[config.mk]
export PLATFORM = sky130hd
export DESIGN_NAME = skac_standby_keep_alive
export DESIGN_NICKNAME = d
export VERILOG_FILES = /design/src/design/skac_gate.v /design/src/design/skac_standby_keep_alive.v
export VERILOG_INCLUDE_DIRS = /design/src /design/src/design
export SDC_FILE = /design/constraint.sdc
export NUM_CORES = 1
export LEC_CHECK = 0
export BUFFER_PORTS_ARGS = -buffer_cell sky130_fd_sc_hd__buf_2
export CORE_MARGIN = 2
export CORE_UTILIZATION = 27
export DETAILED_ROUTE_END_ITERATION = 12
export HOLD_SLACK_MARGIN = 0.12
export PLACE_DENSITY = 0.52
export RECOVER_POWER = 25
export SLEW_MARGIN = 15
export SYNTH_ARGS = -nofsm -noshare
export SYNTH_HDL_FRONTEND = slang
export SYNTH_SLANG_ARGS = --single-unit
[constraint.sdc]
create_clock -name mclk -period 2.09 [get_ports mclk]
set_input_delay 0.5225 -clock mclk [delete_from_list [all_inputs] [get_ports mclk]]
set_output_delay 0.5225 -clock mclk [all_outputs]
set_load 0.02 [all_outputs]
[src/design/skac_defs.vh]
// standby keep-alive control: register offsets, field positions, resets
// assumes inclusion by bare name from the design files
`ifndef SKAC_DEFS_VH
`define SKAC_DEFS_VH

`define SKAC_ADDR_W          8
`define SKAC_DATA_W          16
`define SKAC_MISC_OFFSET     8'h00
`define SKAC_CFG_OFFSET      8'h01
`define SKAC_STAT_OFFSET     8'h02
`define SKAC_MISC_RESET      16'h0000
`define SKAC_MISC_MASK       16'h01FF
`define SKAC_CFG_RESET       16'h0000
`define SKAC_BIT_INTREF      0
`define SKAC_BIT_REFHOL      1
`define SKAC_BIT_IEXC        2
`define SKAC_BIT_BIAS        3
`define SKAC_BIT_OPENW       4
`define SKAC_BIT_LSW         5
`define SKAC_BIT_GOUT        6
`define SKAC_NUM_FUNC        7

`endif

[src/design/skac_gate.v]
// one keep-alive gate: passes a function enable in conversion, and in
// standby only when its keep-alive bit is set; output registered
// assumes mclk and rst are the device clock and register reset
`timescale 1ns/100ps
module skac_gate (
  mclk,
  rst,
  standby,
  keep,
  normal_en,
  gated_q
);
  parameter W = 1;
  input  wire         mclk;      // device clock
  input  wire         rst;       // async reset, active high
  input  wire         standby;   // device in standby
  input  wire         keep;      // keep-alive bit for this function
  input  wire [W-1:0] normal_en; // enable from setup/channel config
  output reg  [W-1:0] gated_q;   // enable actually applied

  wire [W-1:0] gated_d;
  // in conversion the keep bit is ignored
  assign gated_d = (standby && !keep) ? {W{1'b0}} : normal_en;

  always @(posedge mclk or posedge rst) begin
    if (rst) begin
      gated_q <= {W{1'b0}};
    end else begin
      gated_q <= gated_d;
    end
  end
endmodule // skac_gate

[src/design/skac_standby_keep_alive.v]
// standby keep-alive control: misc control register and enable gating
// assumes synchronous inputs and a register port with read data one
// cycle after the read strobe; setup/channel settings arrive resolved
//
// The address-and-strobe port and the address map were left to the implementer.
`timescale 1ns/100ps
`include "skac_defs.vh"

// Overview of operation
// - bit 6 keeps enabled general outputs active in standby, else off
// - bit 5 keeps low-side switch following channel setting in standby
// - bit 4 keeps selected open-wire currents on in standby, else off
// - bit 3 keeps bias voltage on selected pins in standby, else off
// - bit 2 keeps configured excitation magnitudes on in standby
// - kept excitation still routes to the channel's configured pins
// - bit 1 keeps reference holder enabled in standby, else disabled
// - bit 0 keeps internal reference and output buffer in standby
module skac_standby_keep_alive (
  mclk,
  rst,
  reg_addr,
  reg_wdata,
  reg_wr,
  reg_rd,
  reg_rdata_q,
  standby,
  general_output_en,
  channel_switch_setting,
  open_wire_en,
  bias_voltage_pin_select,
  setup_excitation_magnitude_a,
  setup_excitation_magnitude_b,
  channel_excitation_route_a,
  channel_excitation_route_b,
  ref_holder_en,
  internal_ref_en,
  general_output_q,
  low_side_switch_q,
  open_wire_q,
  bias_voltage_q,
  excitation_magnitude_a_q,
  excitation_magnitude_b_q,
  excitation_route_a_q,
  excitation_route_b_q,
  ref_holder_q,
  internal_ref_q,
  reference_output_pin_q
);
  input  wire                    mclk;                         // clock
  input  wire                    rst;                          // reset
  input  wire [`SKAC_ADDR_W-1:0] reg_addr;                     // address
  input  wire [`SKAC_DATA_W-1:0] reg_wdata;                    // wr data
  input  wire                    reg_wr;                       // wr strobe
  input  wire                    reg_rd;                       // rd strobe
  output reg  [`SKAC_DATA_W-1:0] reg_rdata_q;                  // rd data
  input  wire                    standby;                      // standby
  input  wire [3:0]              general_output_en;            // gen out ena
  input  wire                    channel_switch_setting;       // sw close
  input  wire                    open_wire_en;                 // ow curr
  input  wire [7:0]              bias_voltage_pin_select;      // per pin
  input  wire [2:0]              setup_excitation_magnitude_a; // mag a
  input  wire [2:0]              setup_excitation_magnitude_b; // mag b
  input  wire [3:0]              channel_excitation_route_a;   // pin a
  input  wire [3:0]              channel_excitation_route_b;   // pin b
  input  wire                    ref_holder_en;                // refhold
  input  wire                    internal_ref_en;              // int ref
  output wire [3:0]              general_output_q;             // gen out ena
  output wire                    low_side_switch_q;            // switch
  output wire                    open_wire_q;                  // ow curr
  output wire [7:0]              bias_voltage_q;               // bias ena
  output wire [2:0]              excitation_magnitude_a_q;     // mag a
  output wire [2:0]              excitation_magnitude_b_q;     // mag b
  output reg  [3:0]              excitation_route_a_q;         // pin a
  output reg  [3:0]              excitation_route_b_q;         // pin b
  output wire                    ref_holder_q;                 // refhold
  output wire                    internal_ref_q;               // int ref
  output wire                    reference_output_pin_q;       // ref buf

  reg  [`SKAC_DATA_W-1:0] misc_control_q;
  reg  [`SKAC_DATA_W-1:0] rdata_d;
  reg                     standby_q;
  wire [`SKAC_DATA_W-1:0] stat_word;

  // bits 7 and 8 of the register are storage only and gate nothing here
  wire keep_internal_ref_in_standby      = misc_control_q[`SKAC_BIT_INTREF];
  wire keep_reference_holder_in_standby  = misc_control_q[`SKAC_BIT_REFHOL];
  wire keep_excitation_in_standby        = misc_control_q[`SKAC_BIT_IEXC];
  wire keep_bias_voltage_in_standby      = misc_control_q[`SKAC_BIT_BIAS];
  wire keep_open_wire_current_in_standby = misc_control_q[`SKAC_BIT_OPENW];
  wire keep_low_side_switch_in_standby   = misc_control_q[`SKAC_BIT_LSW];
  wire keep_outputs_in_standby           = misc_control_q[`SKAC_BIT_GOUT];

  // only the documented bits 8:0 are held; upper bits read zero
  // writes to any other offset, status included, are dropped
  always @(posedge mclk or posedge rst) begin
    if (rst) begin
      misc_control_q <= `SKAC_MISC_RESET;
    end else if (reg_wr && reg_addr == `SKAC_MISC_OFFSET) begin
      misc_control_q <= reg_wdata & `SKAC_MISC_MASK;
    end
  end

  // status shows what standby actually left running, not what was asked;
  // it reads the applied enables, so it lags the inputs by one edge
  wire any_mag_a_on = |excitation_magnitude_a_q;
  wire any_mag_b_on = |excitation_magnitude_b_q;
  wire any_gout_on  = |general_output_q;

  assign stat_word = {8'h00, standby_q, ref_holder_q, internal_ref_q,
                      open_wire_q, low_side_switch_q,
                      any_mag_a_on, any_mag_b_on, any_gout_on};

  // read data is zero except in the cycle after a read strobe, so a
  // stale word never looks like a fresh answer
  always @* begin
    rdata_d = 16'h0000;
    if (reg_rd) begin
      case (reg_addr)
        `SKAC_MISC_OFFSET: rdata_d = misc_control_q;
        `SKAC_STAT_OFFSET: rdata_d = stat_word;
        default:           rdata_d = 16'h0000;
      endcase
    end
  end

  // standby is registered only for the status word; the gates use the raw
  // input so the enables follow standby with a single edge of lag
  always @(posedge mclk or posedge rst) begin
    if (rst) begin
      reg_rdata_q <= 16'h0000;
      standby_q   <= 1'b0;
    end else begin
      reg_rdata_q <= rdata_d;
      standby_q   <= standby;
    end
  end

  // routing is unchanged by standby; magnitudes alone gate the current
  // a route with a zero magnitude behind it carries nothing to its pin
  always @(posedge mclk or posedge rst) begin
    if (rst) begin
      excitation_route_a_q <= 4'h0;
      excitation_route_b_q <= 4'h0;
    end else begin
      excitation_route_a_q <= channel_excitation_route_a;
      excitation_route_b_q <= channel_excitation_route_b;
    end
  end

  // gating happens at the flop input, so every output leaves a register
  // and a standby edge shows up on the enables exactly one clock later

  // general outputs stay on in standby only when their keep bit is set
  skac_gate #(.W(4)) u_gout (
    .mclk      (mclk),
    .rst       (rst),
    .standby   (standby),
    .keep      (keep_outputs_in_standby),
    .normal_en (general_output_en),
    .gated_q   (general_output_q)
  );

  // a kept switch goes on following the channel's open/close setting
  skac_gate #(.W(1)) u_lsw (
    .mclk      (mclk),
    .rst       (rst),
    .standby   (standby),
    .keep      (keep_low_side_switch_in_standby),
    .normal_en (channel_switch_setting),
    .gated_q   (low_side_switch_q)
  );

  // a kept open-wire current still obeys the setup's own selection
  skac_gate #(.W(1)) u_ow (
    .mclk      (mclk),
    .rst       (rst),
    .standby   (standby),
    .keep      (keep_open_wire_current_in_standby),
    .normal_en (open_wire_en),
    .gated_q   (open_wire_q)
  );

  // bias stays only on the pins that the per-pin selection names
  skac_gate #(.W(8)) u_vb (
    .mclk      (mclk),
    .rst       (rst),
    .standby   (standby),
    .keep      (keep_bias_voltage_in_standby),
    .normal_en (bias_voltage_pin_select),
    .gated_q   (bias_voltage_q)
  );

  // both magnitudes share one keep bit; a zero magnitude means no current
  skac_gate #(.W(6)) u_iex (
    .mclk      (mclk),
    .rst       (rst),
    .standby   (standby),
    .keep      (keep_excitation_in_standby),
    .normal_en ({setup_excitation_magnitude_b,
                 setup_excitation_magnitude_a}),
    .gated_q   ({excitation_magnitude_b_q, excitation_magnitude_a_q})
  );

  // the holder is cut on standby entry unless its keep bit is set
  skac_gate #(.W(1)) u_rh (
    .mclk      (mclk),
    .rst       (rst),
    .standby   (standby),
    .keep      (keep_reference_holder_in_standby),
    .normal_en (ref_holder_en),
    .gated_q   (ref_holder_q)
  );

  // reference and its output buffer switch together
  skac_gate #(.W(2)) u_ref (
    .mclk      (mclk),
    .rst       (rst),
    .standby   (standby),
    .keep      (keep_internal_ref_in_standby),
    .normal_en ({internal_ref_en, internal_ref_en}),
    .gated_q   ({reference_output_pin_q, internal_ref_q})
  );
endmodule // skac_standby_keep_alive

* Yosys cells after proc, flatten, opt, wreduce, memory -nomap -nowiden
Cells that the tools add are included.
Word-level totals: flip-flop bits (word level) 57, input port bits 59, output and inout bits 47, word-level logic and storage cells 41
Operators by class: eq/ne operators 1, mux-type cells 9, reduce and logical (&&, ||, !) cells 19
Operators by type and width (count):
- $pmux W9 S2 | 1
- $mux W9 | 1
- $eq A8 B2 Y1 const B | 1
- $logic_and A1 B1 Y1 | 8
- $logic_not A8 Y1 | 1
- $mux W8 | 1
- $logic_not A1 Y1 | 7
- $mux W6 | 1
- $reduce_or A3 Y1 | 2
- $mux W4 | 1
- $reduce_or A4 Y1 | 1
- $mux W1 | 3
- $mux W2 | 1

* Longest topological paths before layout
depth in word-level cells 3, depth in mapped cells 3, depth with buffers taken out 3

* Hierarchy
A second synthesis with hierarchy kept.
Second synthesis, totals: cell total of the unflattened synthesis 130, area total of the unflattened synthesis 1848.0 µm²
Modules (own cells, without submodules):
- skac_standby_keep_alive | instances 1, cells an instance 70, area each 1032.2 µm², seq. area each 675.6 µm²
- skac_gate (u_vb) | instances 1, cells an instance 18, area each 270.3 µm², seq. area each 200.2 µm²
- skac_gate (u_iex) | instances 1, cells an instance 14, area each 207.7 µm², seq. area each 150.1 µm²
- skac_gate (u_gout) | instances 1, cells an instance 10, area each 145.1 µm², seq. area each 100.1 µm²
- skac_gate (u_lsw ...) | instances 3, cells an instance 4, area each 40.0 µm², seq. area each 25.0 µm²
- skac_gate (u_ref) | instances 1, cells an instance 6, area each 72.6 µm², seq. area each 50.0 µm²

* Least setup slack after synthesis
OpenSTA, ideal clock, no wires.
path kind in2reg, from input reg_addr[5], to register misc_control_q[0], library setup time 0.125 ns, data arrival time 1.362 ns, required time 1.965 ns, path slack 0.603 ns, stages on the path 3, buffers on the path 0, path through nor4_4 -> nand4b_4 -> mux2_2
On the way: word-level cells in the longest chain between the ends 2
Ends and longest elaborated chain:
- start: declaration | line skac_standby_keep_alive.v:51 | input wire [`SKAC_ADDR_W-1:0] reg_addr;
- $logic_not A8 Y1
- $logic_and A1 B1 Y1 (no line)
- end signal: assignment | line skac_standby_keep_alive.v:97 | misc_control_q <= `SKAC_MISC_RESET;
- end signal: assignment | line skac_standby_keep_alive.v:99 | misc_control_q <= reg_wdata & `SKAC_MISC_MASK;
- end: declaration | line skac_standby_keep_alive.v:79 | reg [`SKAC_DATA_W-1:0] misc_control_q;
Every way passes these cells. A chain may end at the register's enable or synchronous reset.

* Worst setup path after layout
from input reg_addr[5], to register misc_control_q[2]
The elaborated chain is that of the path after synthesis.

==> results.md <==
* Top post-synthesis cells by area: dfrtp_1 69%, and2_1 6.4%, mux2_2 5.7%
* Drt wl/cell at 13.34 um
* Hold Buf Count CTS at 0
* # IOs at between 100 and 150
* CTS tree: yes
* Crit path kind: input port to register
* Initial Utilization at 0.2782
* Avg Cell Area, Syn at 14.48 sq um
* HP Class: input port to register
* VDD IR max at 307.8 uV
* Critical Path Sink: misc_control_q[2]
* Startpoint Class: input port
* Reg area at roughly 1200 sq um
* Cell variety after synth at 19
* CP Data Required Time at 2.27 ns
* Reg-to-reg endpoint: reg_rdata_q[0]
* PwrDens at 778.1 nW/um^2
* Die Ht at 84.89 um
* Number of buffers added for setup after CTS at 0
* Num CTS Buffers at 5
* Final HPWL from detailed placement at 3.026 mm
* Full die area at 7206 sq um
* Slew @ Worst Pin at slightly above 1 ns
* Total clock sinks at 49
* Worst Setup End Kind: register
* Worst Skew at 0.004475 ns
* Final setup viols at 0
* Outcome: completed
* Drt pass-1 iters at 4
* R2r setup slk at 1.03 ns
* Area share of the largest cell type after synthesis at 0.6941
* Port bufs at 91
* Vias at approximately 1,200
* Core box area at 6350 sq um
* Worst r2r path cells at 2
* CP arrival at 1.60 ns
* Vias in the first global route at 1,217
* CP max FO at 9
* Area grow syn2layout at 36.19%
* Reg2Reg Launch Point: u_gout.gated_q[1]
* Multi-input logic area at a little under 500 sq um
* Part of the Yosys area used for sequential elements at 0.6941
* Final hold violations at 0
* Final worst-path setup slack at 0.6678 ns
* Cells after Synth at 122
* Final worst path period share at 0.6805
* Maximum operating frequency at between 0.7 and 0.8 GHz
* Total track usage at 0.1118
* Leak at 1.331 nW
* Max-Slew Margin vs Limit at 0.3181
* Largest area contributor in the netlist: dfrtp_1
* Core Rows at 29
* Gp weighted congestion at 0.7325
* Drt via density at between 3 and 4
* Synth warn at 0
* DRC viols at 0
* Setup TNS at 0 ns
* Diode count at 0
* Root buf cell: clkbuf_8
* Hold WS at 0.3254 ns
* Largest net degree at the start of global routing at 28
* Initial antenna violation count at 0
* Final wirelength at between 3 and 4 mm
* First-pass GRT wire length at 6.141 mm
* Die X at between 80 and 90 um
* Aggregate global routing overflow at 0
* Tmin final at 1.422 ns
* Filler cells at 640
* Post_cts resized at 0
* CTS clock-pin slew for the worst setup and hold paths at 0.09 ns
* Antenna Nets Post-Route at 0
* Max Buffers Root-to-Sink at 2
* Detailed Route Iter0 Violations at 23
* Launch point of the worst path: reg_addr[5]
* RSZ-0062 raised after global routing: no
* Mapped Area at 1767 sq um
* # H-tree levels at 2
* Share of cells above drive strength 1 at 0.5136
* Fin nets at 279
* Tot Pwr at between 1.5 and 2 mW
* Number of max-cap violations at 0
* Max-slew violation count at 0
* Post-place setup slack at 0.3384 ns
* Seq cells post-synth at 49
* Worst-Skew Late Latency at 0.29 ns
* Beginning of the worst hold path: channel_excitation_route_a[0]
## kinds of logic (layout without fill, tap and decap cells)
kind of cell           after synthesis  after routing  synth area share
flip-flops                          49             49            0.6941
multiplexers                        14             14           0.08570
AND/OR/NAND/NOR                     37             37            0.1416
other                                1              7          0.002123
buffers and inverters               14            106           0.04674
AO/OA/AOI/OAI                        7              7           0.02974
## routing by layer
layer / wire (um) / up-vias / global-route usage
met5: 0 / - / 0
met1: 1716 / 551 / 0.1398
li1: - / 578 / -
met3: 253 / 2 / 0.02626
met2: 1960 / 53 / 0.1883
met4: 32 / 0 / 0.04329
## Yosys cell counts
library cell and instances:
a211oi_1 3, a21boi_0 4, and2_1 18, buf_1 1, buf_4 8, conb_1 1, dfrtp_1 49, inv_1 5
mux2_2 9, mux2i_1 5, nand2b_1 3, nand3_2 1, nand4b_4 1, nor2_1 8, nor3_1 2, nor3_2 1
nor3b_1 1, nor4_1 1, nor4_4 1
## worst min path at each step
stage	cells after the start	end	slack [ns]
after CTS	2	excitation_route_a_q[3]	0.28
after global placement	2	reg_rdata_q[7]	0.48
after global routing	1	excitation_route_a_q[1]	0.30
after floorplan	2	reg_rdata_q[7]	0.47
final	1	excitation_route_a_q[0]	0.33
after detailed placement	2	reg_rdata_q[7]	0.48
## final cells by class
class / count / area share
Multi-Input combinational cell: 65 / 0.1997
Clock inverter: 2 / 0.01612
Timing Repair Buffer: 94 / 0.1981
Clock buffer: 5 / 0.02860
Sequential cell: 49 / 0.5096
Tap cell: 77 / 0.04004
Inverter: 5 / 0.007800
## stage by stage
stage	utilization	area, sq um	std cells
6_report	0.3789	2406	297
5_1_grt	0.3789	2406	297
4_1_cts	0.3791	2407	297
3_5_place_dp	0.3622	2300	290
3_3_place_gp	0.3622	2300	290
2_1_floorplan	-	1789	128
## registers in the layout (all words and copies together) (netlist names)
name / cells
u_vb.gated_q: 8
u_iex.gated_q: 6
u_gout.gated_q: 4
excitation_route_b_q: 4
u_lsw.gated_q: 1
standby_q: 1
reg_rdata_q: 9
misc_control_q: 9
u_ow.gated_q: 1
u_ref.gated_q: 1
u_rh.gated_q: 1
excitation_route_a_q: 4
## power by group
part           switching [mW]  internal (mW)
combinational           0.123         0.0854
clock                   0.307          0.354
sequential             0.0164          0.986
total                   0.446           1.43
## layout by cell type, fill, tap and decap left out
cell type,n
a21boi_0,4
dfrtp_1,49
nor4_1,1
clkbuf_1,1
nand3_2,1
nor3_1,2
buf_2,90
nor3_2,1
conb_1,7
nor2_1,8
and2_1,18
nand2b_1,3
nor3b_1,1
mux2i_1,5
mux2_2,9
a211oi_1,3
buf_4,3
inv_6,1
nor4_4,1
clkbuf_8,5
inv_1,5
nand4b_4,1
bufinv_16,1
## critical path, cell delays in order
cell and delay [ns]:
buf_2 0.11, nor4_4 0.35, nand4b_4 0.27, mux2_2 0.34
(Power assumes the default switching activity.)
